===== src/core/gpio_port_defines.svh =====
// Register offsets, field positions, reset values and widths of the six-bit port
`ifndef GPIO_PORT_DEFINES_SVH
`define GPIO_PORT_DEFINES_SVH

`define PORT_ADDR_W 16
`define PORT_DATA_W 8
`define PORT_PIN_N 6
`define PORT_PIN_MSB 5
`define PORT_RSV_MSB 7
`define PORT_RSV_LSB 6

`define PORT_LATCH_ADDR 16'h7fd4
`define PORT_INPUT_ADDR 16'h7fd5
`define PORT_DIR_ADDR 16'h7fd6
`define PORT_FUNC_ADDR 16'h7ffd

`define PORT_LATCH_RST 6'h00
`define PORT_DIR_RST 6'h00
`define PORT_FUNC_RST 6'h00
`define PORT_RDATA_RST 8'h00
`define PORT_RSV_READ 2'h0

`endif


===== src/core/gpio_port_pkg.sv =====
// Types shared by the six-bit port
package gpio_port_pkg;

  typedef enum logic [2:0] {
    MODE_OPEN      = 3'b000,
    MODE_PULL_UP   = 3'b001,
    MODE_PUSH_PULL = 3'b010,
    MODE_SLOW      = 3'b011,
    MODE_DRIVE_LOW = 3'b100,
    MODE_INV_IN    = 3'b101
  } pin_mode_e;

  typedef logic [5:0] pin_vec_t;

endpackage : gpio_port_pkg


===== src/core/gpio_port.sv =====
// Six-bit general-purpose port with pull-ups, slow-change drive and inverted input
//
// Strobed register access was decided locally.
`timescale 1ns/1ps
`include "gpio_port_defines.svh"

// Summary of operation
// - Six pins, each set to input or output by its own direction bit.
// - The output latch at 7fd4 supplies the level driven on each output pin.
// - The direction register at 7fd6 sets each pin to input or output.
// - The function register at 7ffd picks the output mode of each pin.
// - Each pin has a pull-up that its latch bit turns on while it is an input with function 0.
// - Reading the input address returns the pin levels of bits 5 to 0 in any direction.
// - Function 0 gives open, pull-up, or push-pull drive of the latch value.
// - Function 1 with input direction drives the latch slowly; with output and latch 0 drives low.
// - Function, latch and direction all 1 leave the pin open and read it inverted.
// - Latch, direction and function reset to zero, and bits 7 and 6 always read low.
// - In the halt and hold modes every pin keeps the state it had on entry.
module gpio_port (
  // Clock and reset
  input wire logic clk_i,
  input wire logic arst_n_i,
  // Register port
  input wire logic [15:0] addr_i,
  input wire logic [7:0] wdata_i,
  input wire logic wr_i,
  input wire logic rd_i,
  output logic [7:0] rdata_o,
  // Halt, hold and extended_stop_mode indication
  input wire logic low_power_hold_i,
  // Pins
  input wire logic [5:0] pin_i,
  output logic [5:0] pin_o,
  output logic [5:0] pin_oe_n_o,
  output logic [5:0] pull_en_o,
  output logic [5:0] slow_o
);

  function automatic gpio_port_pkg::pin_mode_e pin_mode(input logic f, input logic l,
                                                         input logic d);
    gpio_port_pkg::pin_mode_e m;
    m = gpio_port_pkg::MODE_OPEN;
    case ({f, d})
      2'b00: m = l ? gpio_port_pkg::MODE_PULL_UP : gpio_port_pkg::MODE_OPEN;
      2'b01: m = gpio_port_pkg::MODE_PUSH_PULL;
      2'b10: m = gpio_port_pkg::MODE_SLOW;
      2'b11: m = l ? gpio_port_pkg::MODE_INV_IN : gpio_port_pkg::MODE_DRIVE_LOW;
      default: m = gpio_port_pkg::MODE_OPEN;
    endcase
    return m;
  endfunction : pin_mode

  gpio_port_pkg::pin_vec_t latch_r;
  gpio_port_pkg::pin_vec_t dir_r;
  gpio_port_pkg::pin_vec_t func_r;
  gpio_port_pkg::pin_vec_t sync1_r;
  gpio_port_pkg::pin_vec_t sync2_r;
  gpio_port_pkg::pin_vec_t sync3_r;
  gpio_port_pkg::pin_vec_t pin_lvl_r;
  gpio_port_pkg::pin_vec_t inv_mask;
  logic [7:0] rdata_nxt;

  // Registers; bits 7 and 6 are simply not stored
  always_ff @(posedge clk_i or negedge arst_n_i) begin
    if (!arst_n_i) begin
      latch_r <= `PORT_LATCH_RST;
      dir_r <= `PORT_DIR_RST;
      func_r <= `PORT_FUNC_RST;
    end else if (wr_i) begin
      case (addr_i)
        `PORT_LATCH_ADDR: latch_r <= wdata_i[`PORT_PIN_MSB:0];
        `PORT_DIR_ADDR: dir_r <= wdata_i[`PORT_PIN_MSB:0];
        `PORT_FUNC_ADDR: func_r <= wdata_i[`PORT_PIN_MSB:0];
        default: ;
      endcase
    end
  end

  // Three-stage pin sampler; a level is taken once stages two and three agree
  always_ff @(posedge clk_i or negedge arst_n_i) begin
    if (!arst_n_i) begin
      sync1_r <= 6'h00;
      sync2_r <= 6'h00;
      sync3_r <= 6'h00;
      pin_lvl_r <= 6'h00;
    end else begin
      sync1_r <= pin_i;
      sync2_r <= sync1_r;
      sync3_r <= sync2_r;
      for (int i = 0; i < `PORT_PIN_N; i++) begin
        if (sync2_r[i] == sync3_r[i]) begin
          pin_lvl_r[i] <= sync3_r[i];
        end
      end
    end
  end

  assign inv_mask = func_r & latch_r & dir_r;

  always_comb begin
    rdata_nxt = `PORT_RDATA_RST;
    case (addr_i)
      `PORT_LATCH_ADDR: rdata_nxt = {`PORT_RSV_READ, latch_r};
      `PORT_INPUT_ADDR: rdata_nxt = {`PORT_RSV_READ, pin_lvl_r ^ inv_mask};
      `PORT_DIR_ADDR: rdata_nxt = {`PORT_RSV_READ, dir_r};
      `PORT_FUNC_ADDR: rdata_nxt = {`PORT_RSV_READ, func_r};
      default: rdata_nxt = `PORT_RDATA_RST;
    endcase
  end

  // Read data stands only in the cycle after the strobe
  always_ff @(posedge clk_i or negedge arst_n_i) begin
    if (!arst_n_i) begin
      rdata_o <= `PORT_RDATA_RST;
    end else if (rd_i) begin
      rdata_o <= rdata_nxt;
    end else begin
      rdata_o <= `PORT_RDATA_RST;
    end
  end

  // Pin drivers are frozen while a low-power mode holds; software may still write the
  // registers and the new setting appears once the mode ends
  always_ff @(posedge clk_i or negedge arst_n_i) begin
    if (!arst_n_i) begin
      pin_o <= 6'h00;
      pin_oe_n_o <= 6'h3f;
      pull_en_o <= 6'h00;
      slow_o <= 6'h00;
    end else if (!low_power_hold_i) begin
      for (int i = 0; i < `PORT_PIN_N; i++) begin
        pin_o[i] <= 1'b0;
        pin_oe_n_o[i] <= 1'b1;
        pull_en_o[i] <= 1'b0;
        slow_o[i] <= 1'b0;
        case (pin_mode(func_r[i], latch_r[i], dir_r[i]))
          gpio_port_pkg::MODE_OPEN: ;
          gpio_port_pkg::MODE_PULL_UP: pull_en_o[i] <= 1'b1;
          gpio_port_pkg::MODE_PUSH_PULL: begin
            pin_o[i] <= latch_r[i];
            pin_oe_n_o[i] <= 1'b0;
          end
          gpio_port_pkg::MODE_SLOW: begin
            pin_o[i] <= latch_r[i];
            pin_oe_n_o[i] <= 1'b0;
            slow_o[i] <= 1'b1;
          end
          gpio_port_pkg::MODE_DRIVE_LOW: pin_oe_n_o[i] <= 1'b0;
          gpio_port_pkg::MODE_INV_IN: ;
          default: ;
        endcase
      end
    end
  end

  a_hold_keeps_pins: assert property (@(posedge clk_i) disable iff (!arst_n_i)
    low_power_hold_i |=> $stable(pin_o) && $stable(pin_oe_n_o) && $stable(pull_en_o)
      && $stable(slow_o))
    else $error("pins changed during low-power hold");

  a_latch_write: assert property (@(posedge clk_i) disable iff (!arst_n_i)
    wr_i && addr_i == `PORT_LATCH_ADDR |=> latch_r == $past(wdata_i[5:0]))
    else $error("latch write not stored");

  a_dir_write: assert property (@(posedge clk_i) disable iff (!arst_n_i)
    wr_i && addr_i == `PORT_DIR_ADDR ##1 rd_i && addr_i == `PORT_DIR_ADDR
      |=> rdata_o == {2'h0, $past(wdata_i[5:0], 2)})
    else $error("direction readback wrong");

  a_func_write: assert property (@(posedge clk_i) disable iff (!arst_n_i)
    wr_i && addr_i == `PORT_FUNC_ADDR |=> func_r == $past(wdata_i[5:0]))
    else $error("function write not stored");

  a_input_no_write: assert property (@(posedge clk_i) disable iff (!arst_n_i)
    wr_i && addr_i == `PORT_INPUT_ADDR |=> $stable(latch_r) && $stable(dir_r) && $stable(func_r))
    else $error("write to input address changed a register");

  a_reserved_low: assert property (@(posedge clk_i) disable iff (!arst_n_i)
    rdata_o[7:6] == 2'h0)
    else $error("reserved bits read high");

  a_input_read: assert property (@(posedge clk_i) disable iff (!arst_n_i)
    rd_i && addr_i == `PORT_INPUT_ADDR |=> rdata_o[5:0] == ($past(pin_lvl_r) ^ $past(inv_mask)))
    else $error("input read wrong");

  a_sampler_agree: assert property (@(posedge clk_i) disable iff (!arst_n_i)
    pin_lvl_r != $past(pin_lvl_r) |-> ($past(sync2_r) == $past(sync3_r))
      || ((pin_lvl_r ^ $past(pin_lvl_r)) & ($past(sync2_r) ^ $past(sync3_r))) == 6'h00)
    else $error("pin level taken before stages agreed");

  for (genvar g = 0; g < `PORT_PIN_N; g++) begin : g_chk
    a_push_pull: assert property (@(posedge clk_i) disable iff (!arst_n_i)
      !low_power_hold_i && !func_r[g] && dir_r[g]
        |=> !pin_oe_n_o[g] && pin_o[g] == $past(latch_r[g]) && !pull_en_o[g])
      else $error("push-pull drive wrong");
    a_pull_up: assert property (@(posedge clk_i) disable iff (!arst_n_i)
      !low_power_hold_i && !func_r[g] && !dir_r[g]
        |=> pin_oe_n_o[g] && pull_en_o[g] == $past(latch_r[g]))
      else $error("pull-up control wrong");
    a_slow_change: assert property (@(posedge clk_i) disable iff (!arst_n_i)
      !low_power_hold_i && func_r[g] && !dir_r[g]
        |=> slow_o[g] && !pin_oe_n_o[g] && pin_o[g] == $past(latch_r[g]))
      else $error("slow-change drive wrong");
    a_drive_low: assert property (@(posedge clk_i) disable iff (!arst_n_i)
      !low_power_hold_i && func_r[g] && dir_r[g] && !latch_r[g]
        |=> !pin_oe_n_o[g] && !pin_o[g] && !slow_o[g])
      else $error("drive-low mode wrong");
    a_inverted_open: assert property (@(posedge clk_i) disable iff (!arst_n_i)
      !low_power_hold_i && func_r[g] && dir_r[g] && latch_r[g]
        |=> pin_oe_n_o[g] && !pull_en_o[g])
      else $error("inverted input pin not open");
  end

endmodule : gpio_port


===== config.mk =====
export PLATFORM = sky130hd
export DESIGN_NAME = gpio_port
export DESIGN_NICKNAME = d
export VERILOG_FILES = /design/src/core/gpio_port_pkg.sv /design/src/core/gpio_port.sv
export VERILOG_INCLUDE_DIRS = /design/src /design/src/core
export SDC_FILE = /design/constraint.sdc
export NUM_CORES = 1
export LEC_CHECK = 0
export BUFFER_PORTS_ARGS = -buffer_cell sky130_fd_sc_hd__buf_2
export CAP_MARGIN = 20
export CORE_UTILIZATION = 55
export DETAILED_ROUTE_END_ITERATION = 7
export PLACE_DENSITY_LB_ADDON = 0.2
export REMOVE_ABC_BUFFERS = 1
export SETUP_SLACK_MARGIN = 0.15
export SYNTH_ARGS = -nofsm -noshare
export SYNTH_HDL_FRONTEND = slang
export SYNTH_SLANG_ARGS = --single-unit

===== constraint.sdc =====
create_clock -name clk_i -period 1.8 [get_ports clk_i]
set_input_delay 0.09 -clock clk_i [delete_from_list [all_inputs] [get_ports clk_i]]
set_output_delay 0.09 -clock clk_i [all_outputs]
set_load 0.01 [all_outputs]

After elaboration in Yosys (flattened, before gate mapping)
Cells that the tools add are included.
- RAM bits: 0
- memories kept: 0
- flip-flop bits (word level): 74
- ROM bits: 0
- bits in latches: 0
- input bits: 35
- output and inout bits: 32
- divide/modulo/power cells: 0
- $lt $le $gt $ge: 0
- shift operators: 0
- bitwise logic cells: 3
- mux-type cells: 50
- multipliers: 0
- add/subtract/negate cells: 0
- eq/ne operators: 52
- reductions and logical operators: 21
- operators with widths (kind ; number):
    $pmux 3 s4 ; 6
    $eq 16x15->1 const B ; 4
    $eq 3x2->1 const B ; 12
    $mux 1 ; 36
    $eq 2x2->1 const B ; 12
    $pmux 6 s4 ; 1
    $eq 3x1->1 const B ; 6
    $eq 3x3->1 const B ; 6
    $mux 3 ; 6
    $reduce_or 3->1 ; 6
    $and 6x6->6 ; 2
    $eq 2x1->1 const B ; 6
    $logic_not 2->1 ; 6
    $reduce_or 2->1 ; 6
    $mux 8 ; 1
    $eq 1x1->1 ; 6
    $reduce_and 2->1 ; 3
    $xor 6x6->6 ; 1

Logic depth before layout (Yosys ltp)
Gate-level depths: netlist of run 1.
- depth in word-level cells: 6
- gate-level depth with buffers: 6
- mapped depth without buffers: 6

Worst setup path after synthesis of run 1
Ideal clock, no wire load.
- path kind: input to register
- from: input port addr_i[15]
- to: register func_r[0]
- path slack: 0.092 ns
- data required time: 1.675 ns
- stages: 5
- data arrival time: 1.583 ns
- path through: nand4b_1 -> nor4_2 -> and3_1 -> buf_2 -> mux2_2
- word-level cells in the longest chain between the ends: 2
- RTL lines (item ; line ; source):
    start, declared ; gpio_port.sv:24 ; input wire logic [15:0] addr_i,
    $eq 16x15->1 ; gpio_port.sv:70 ; case (addr_i)
    $reduce_and 2->1 (no line) ; - ;
    end signal, assigned ; gpio_port.sv:68 ; func_r <= `PORT_FUNC_RST;
    end signal, assigned ; gpio_port.sv:73 ; `PORT_FUNC_ADDR: func_r <= wdata_i[`PORT_PIN_MSB:0];
    end, declared ; gpio_port.sv:55 ; gpio_port_pkg::pin_vec_t func_r;
Every way passes these cells.
A chain may end at the register's enable or synchronous reset.

Worst setup path in the final report of run 1
- from: register dir_r[0]
- to: register pin_oe_n_o[0]
- word-level cells in the longest chain between the ends: 6
- elaborated cells between the ends (all ways): 11
- those cells by class: eq/ne: 6; mux: 3; reduce/logical: 2
- RTL lines (item ; line ; source):
    start, declared ; gpio_port.sv:54 ; gpio_port_pkg::pin_vec_t dir_r;
    start signal, assigned ; gpio_port.sv:67 ; dir_r <= `PORT_DIR_RST;
    start signal, assigned ; gpio_port.sv:72 ; `PORT_DIR_ADDR: dir_r <= wdata_i[`PORT_PIN_MSB:0];
    $eq 2x2->1 (tied with other cells) ; gpio_port.sv:43 ; case ({f, d})
    $pmux 3 s4 * ; gpio_port.sv:43 ;
    $mux 3 * ; gpio_port.sv:130 ; end else if (!low_power_hold_i) begin
    $eq 3x2->1 / $eq 3x3->1 (equally long branches) ; gpio_port.sv:136 ; case (pin_mode(func_r[i], latch_r[i], dir_r[i]))
    $reduce_or 3->1 (no line) * ; - ;
    $mux 1 * ; gpio_port.sv:136 ;
    end signal, assigned ; gpio_port.sv:127 ; pin_oe_n_o <= 6'h3f;
    end signal, assigned by index ; gpio_port.sv:133 ; pin_oe_n_o[i] <= 1'b1;
    end signal, assigned by index ; gpio_port.sv:141 ; pin_oe_n_o[i] <= 1'b0;
    end, declared ; gpio_port.sv:34 ; output logic [5:0] pin_oe_n_o,
Every way passes the cells marked *; elsewhere a longest branch is shown, timed or not. The select of a mux whose other input is x is not followed.

==> results of run 1 <==
## cells by family (layout without fill, tap and decap cells)
group,count (synthesis),after routing,share of synthesized area
other cells,1,2,0.00113
fa+ha+maj,30,30,0.108
simple gates,65,65,0.120
compound gates,63,63,0.129
buf+inv,26,121,0.0320
flops,72,72,0.544
mux,19,19,0.0644
## worst max-delay path: cells and delay by family (launching register included)
kind	cells	cell delay [ps]
buf+inv	1	130
compound gates	4	660
fa+ha+maj	1	220
flops	1	460
## power groups by stage
stage               registers (mW)  logic, mW  clock network [mW]
floorplan                     1.72     0.0428                   0
global placement              1.72      0.160                   0
detailed placement            1.72      0.165                   0
CTS                           1.69      0.181                1.71
global route                  1.70      0.201                1.78
finish                        1.69      0.177                1.70
## flip-flops by register name (all words and copies together), names as in the netlist
register	flops
rdata_o	6
pin_o	6
latch_r	6
func_r	6
dir_r	6
pin_oe_n_o	6
slow_o	6
pin_lvl_r	6
sync3_r	6
sync1_r	6
sync2_r	6
pull_en_o	6
## synth_stat cells, types with 6 or more instances
| library cell | instances |
|---|---|
| nand2_1 | 17 |
| ha_1 | 24 |
| a22oi_1 | 7 |
| nand3_1 | 6 |
| inv_1 | 17 |
| nand2b_1 | 6 |
| dfrtp_1 | 66 |
| dfstp_2 | 6 |
| a22o_1 | 10 |
| a211oi_1 | 6 |
| o21ai_0 | 24 |
| mux2_2 | 16 |
| nand4_1 | 8 |
| maj3_1 | 6 |
## worst max path at each step
| stage | from | endpoint | slack (ps) |
|---|---|---|---|
| floorplan | addr_i[15] | func_r[0] | 90 |
| global placement | addr_i[1] | rdata_o[5] | 10 |
| detailed placement | addr_i[1] | rdata_o[5] | 5 |
| CTS | dir_r[0] | pin_oe_n_o[0] | 270 |
| global route | dir_r[0] | pin_oe_n_o[0] | 160 |
| finish | dir_r[0] | pin_oe_n_o[0] | 260 |
## final cells by class
class,instances,area (um2),area share
sequential,72,1810,0.432
multi-input combinational,179,1410,0.337
timing repair buffer,88,541,0.129
clock buffer,11,141,0.0338
clock inverter,5,128,0.0305
tap,72,90.1,0.0215
inverter,17,63.8,0.0153
## per-stage QoR
stage / setup WS, ps / total power [mW]
6_report: 263 / 3.57
5_1_grt: 163 / 3.68
4_1_cts: 270 / 3.58
3_5_place_dp: 5.10 / 1.89
3_3_place_gp: 14.9 / 1.88
2_1_floorplan: 90.8 / 1.76
## cells in the final DEF (no fill, tap or decap), drive strengths merged, types with 2 or more instances in the layout
cell,synthesis,routed
a31oi,3,3
and3,4,4
a22oi,7,7
clkbuf,5,11
or3,3,3
nand3b,5,5
bufinv,0,4
ha,24,24
maj3,6,6
dlygate4sd3,0,9
nor2,3,3
a211oi,6,6
inv,17,17
mux2,19,19
a22o,10,10
buf,4,79
nand4,8,8
a32o,5,5
nand2,17,17
a21oi,3,3
nand3,6,6
or4b,2,2
nand2b,6,6
dfrtp,66,66
a21o,3,3
dfstp,6,6
conb,1,2
nor4,5,5
or4,2,2
o21ai,24,24
## layer usage
metal,vias to the layer above,wire (um)
li1,1185,-
met1,1201,3070
met2,75,3180
met3,14,274
met4,0,122
met5,-,0
==> qor.yml, run 1 <==
fin_crit_sh: 0.854
synth_cell_types: 41
r2r_end: "pin_oe_n_o[0]"
cap_violations: 0
die_h_um: 79.7
synthArstFlopShare: 1.00
path_max_fanout: 7
clkLatencyLatePin_ps: 330
start_util: 0.586
die_area_um2: 6360
reg2regPathDepth: 6
hold_depth: 2
critPathKind: "reg2reg"
p_clk_frac: 0.476
syn_inst: 276
busiest_layer: "met2"
wl_per_cell_um: 15.0
fin_cells: 444
synth_edf_count: 0
routed_wl_mm: 6.65
crit_slowest_cell: "dfrtp_1"
syn-cell-area_um2: 3320
fmax_mhz: 651
postCtsSetupBuffers: 0
cp.arrival_ps: 1810
start_kind: "register"
fin_setup_tns_ps: 0
layout.nets: 426
drive_gt1_frac: 0.331
ys_seq_area_frac: 0.544
dp.cells: 419
setup_viol: 0
antenna_found_initial: 0
yosys_most_used_dff: "dfrtp_1"
hold_class: "in2reg"
cts_tree: "yes"
vias: 2475
min_from: "wdata_i[1]"
grt_first_pass_wirelength_mm: 11.1
viasPerCell: 5.57
p_seq_frac: 0.474
syn_avg_cell_area_um2: 12.0
worst-r2r-setup-slack_ps: 260
holdBufCountCts: 9
r2r_start: "dir_r[0]"
skew_ps: 6.70
rsz0062_at_grt: "false"
yosys_register_bits: 72
p_sw_frac: 0.202
grt_pass1_vias: 2473
n_fill_cell: 396
synth_top_area_share: 0.497
grt_use_met1: 0.297
place_area_um2: 3820
core-area_um2: 5680
report.final.slew_viol_count: 0
worst_slew_pin_slew_ps: 661
ant_nets: 0
leakagePower_nw: 2.00
p_switching_mw: 0.719
yosysWarnings: 0
cp-end-kind: "register"
fin_crit_ps: 1540
cellPowerDensity_nw_per_um2: 852
grtUsageTotal: 0.234
port_buffers: 62
area_growth_pct: 25.9
ir_drop_v: 0.000597
grt_max_degree: 73
holdWs_ps: 12.3
io_pins: 67
hold_path_end: "latch_r[1]"
synth_top_cell_by_area: "dfrtp_1"
place_hpwl_mm: 4.52
htreeDepth: 3
drcViolationCount: 0
gp_congestion: 0.782
drt_iter0_drc: 95
clock_sinks: 72
postLayoutCellArea_um2: 4180
critical-path-max-stage-delay_ps: 460
cts_buffer_depth: 2
crit_required_ps: 2070
crit_chain: "inv_1 > ha_1 > a21o_1 > a22oi_1 > a211oi_1 > a21o_1"
drtPass1Iterations: 4
cts_buffers: 9
hold_viol: 0
grt_util_met3: 0.0423
outcome: "complete, no violations"
gr-total-overflow: 0
cts-resized-gates: 0
p_int_mw: 2.85
synth.area.top_cells: "dfrtp_1 50%, ha_1 9.0%, mux2_2 5.4%, dfstp_2 4.7%, o21ai_0 3.6%"
relSlewSlack: 0.559
die_x_um: 79.7
met2_usage: 0.379
crit_top_cell: "a21o_1"
path_clk_slew_ps: 80
comb_power_share: 0.050
fin_util: 0.737
rows: 27
clock-root-buffer: "clkbuf_8"
diodes: 0
Power figures use the tool's default switching activity.
==> run 2: changes to the inputs <==
--- a/config.mk
+++ b/config.mk
@@ -6,6 +6,7 @@
 export SDC_FILE = /design/constraint.sdc
 export NUM_CORES = 1
 export LEC_CHECK = 0
+export ABC_AREA = 1
 export BUFFER_PORTS_ARGS = -buffer_cell sky130_fd_sc_hd__buf_2
 export CAP_MARGIN = 20
 export CORE_UTILIZATION = 55
==> qor.yml, run 2 <==
setup_viol: 0
gp_congestion: 0.818
relSlewSlack: 0.658
drcViolationCount: 0
report.final.slew_viol_count: 0
worst_slew_pin_slew_ps: 511
synth_edf_count: 0
skew_ps: 5.03
p_clk_frac: 0.366
vias: 2842
ir_drop_v: 0.000582
ant_nets: 0
wl_per_cell_um: 13.1
rsz0062_at_grt: "false"
path_clk_slew_ps: 80
clock_sinks: 72
mostFrequentLayoutCells: "106 x nand2_1, 65 x dfrtp_1, 62 x buf_2"
p_switching_mw: 0.739
die_area_um2: 6810
p_int_mw: 2.25
viasPerCell: 5.01
cts_tree: "yes"
syn-cell-area_um2: 3570
port_buffers: 62
cts_buffers: 9
grt_max_degree: 73
ys_seq_area_frac: 0.507
p_sw_frac: 0.248
routed_wl_mm: 7.41
fmax_mhz: 683
synth.area.top_cells: "dfrtp_1 46%, nand2_1 11%, ha_1 8.4%, inv_1 5.8%, o21ai_0 5.8%"
fin_util: 0.693
start_kind: "register"
crit_required_ps: 2070
hold_class: "in2reg"
path_max_fanout: 5
yosys-top-cells-count: "106 x nand2_1, 66 x dfrtp_1, 55 x inv_1, 41 x o21ai_0, 32 x nor2_1"
timing.final.ws_setup_ps: 337
grt_use_met1: 0.298
syn_avg_cell_area_um2: 8.72
drtPass1Iterations: 4
n_fill_cell: 494
die_h_um: 82.5
busiest_layer: "met2"
layout.nets: 546
critPathKind: "reg2reg"
clock-root-buffer: "clkbuf_8"
start_util: 0.585
cts_buffer_depth: 2
p_seq_frac: 0.565
rows: 28
yosys_register_bits: 72
hold_viol: 0
place_hpwl_mm: 5.23
area_growth_pct: 18.4
synth_top_cell_by_area: "dfrtp_1"
synthArstFlopShare: 1.00
cellPowerDensity_nw_per_um2: 707
leakagePower_nw: 2.21
die_x_um: 82.5
cp.arrival_ps: 1730
yosysMostFrequentCell: "nand2_1"
final_common_cell: "nand2_1"
diodes: 0
htreeDepth: 3
fin_setup_tns_ps: 0
grt_first_pass_wirelength_mm: 12.0
yosys_most_used_dff: "dfrtp_1"
cap_violations: 0
cp-end-kind: "register"
outcome: "complete, no violations"
yosysWarnings: 0
drt_iter0_drc: 159
synth_cell_types: 25
gr-total-overflow: 0
antenna_found_initial: 0
fin_crit_sh: 0.813
grt_pass1_vias: 2709
clkLatencyLatePin_ps: 340
io_pins: 67
syn_inst: 409
met2_usage: 0.423
comb_power_share: 0.069
core-area_um2: 6100
drive_gt1_frac: 0.209
grt_util_met3: 0.0352
preCtsSetupSlack_ps: 362
synth_top_area_share: 0.463
fin_crit_ps: 1460
grtUsageTotal: 0.242
## run 2: cell types whose count changed in the layout (fill, tap and decap cells not counted), sizes merged, moves of 17 or more
cell / change
nand2: +92
inv: +39
nor2: +39
nand3: +23
mux2: -19
o21ai: +17
## run 2: per-stage QoR
| stage | area [um2] | std cells | hold WS (ps) | total power [mW] |
|---|---|---|---|---|
| CTS | 4220 | 567 | 0.348 | 3.01 |
| global placement | 3960 | 541 | 142 | 1.90 |
| global route | 4220 | 567 | 10.3 | 3.11 |
| floorplan | 3520 | 401 | -206 | 1.78 |
| detailed placement | 3960 | 541 | 147 | 1.91 |
| finish | 4220 | 567 | 8.87 | 2.98 |
## run 2: path summary, 6_finish.rpt
path / start / endpoint / slack, ps / cells past startpoint
setup / recovery: dir_r[2] / pin_oe_n_o[2] / 340 / 6
hold / removal: wdata_i[1] / dir_r[1] / 9 / 3
setup reg to reg: dir_r[2] / pin_oe_n_o[2] / 340 / 6
hold reg to reg: sync1_r[2] / sync2_r[2] / 350 / 0
max in group asynchronous: arst_n_i / pin_oe_n_o[4] / 1150 / 3
min in group asynchronous: arst_n_i / slow_o[1] / 290 / 3
## run 2: kinds of logic (layout without fill, tap and decap cells)
family,Yosys count,after routing,synth area share
AO/OA/AOI/OAI,48,48,0.0702
XOR/XNOR,6,6,0.0147
adder cells (fa/ha/maj),30,30,0.101
flip-flops,72,72,0.507
AND/OR/NAND/NOR,187,187,0.232
other,1,2,0.00105
buffers and inverters,65,147,0.0737
## run 2: per-layer routing
layer	part of all wire	routed length, um
met1	0.45	3310
met2	0.49	3670
met3	0.045	335
met4	0.013	99
met5	0	0
## run 2: area by class of cell
cell class                 count  area [um2]  area share
multi-input combinational    273        1500       0.355
sequential                    72        1810       0.429
timing repair buffer          75         445       0.105
clock buffer                  11         131      0.0311
tap                           75        93.8      0.0222
clock inverter                 5        33.8     0.00800
inverter                      56         210      0.0498
## run 2: timing repair
item / 4_1_cts / 5_1_grt
buffers inserted: 0 / 0
hold buffers: 10 / 0
endpoints found under the hold margin: 77 / 0
endpoints found under the setup margin: 0 / 1
resized for setup: 0 / 1
## run 2: power groups by stage
stage,Combinational (mW),Sequential (mW),Clock (mW)
6_report,0.206,1.69,1.09
5_1_grt,0.232,1.69,1.18
4_1_cts,0.208,1.69,1.12
3_5_place_dp,0.191,1.72,0
3_3_place_gp,0.185,1.72,0
2_1_floorplan,0.0679,1.72,0
## run 2: worst max-delay path, cell delays in order, from the launching register on
cell     delay [ps]
dfrtp_1         450
inv_1           100
ha_1            220
o21ai_0         170
o21ai_0         170
nor3_1          170
o21ai_0         100
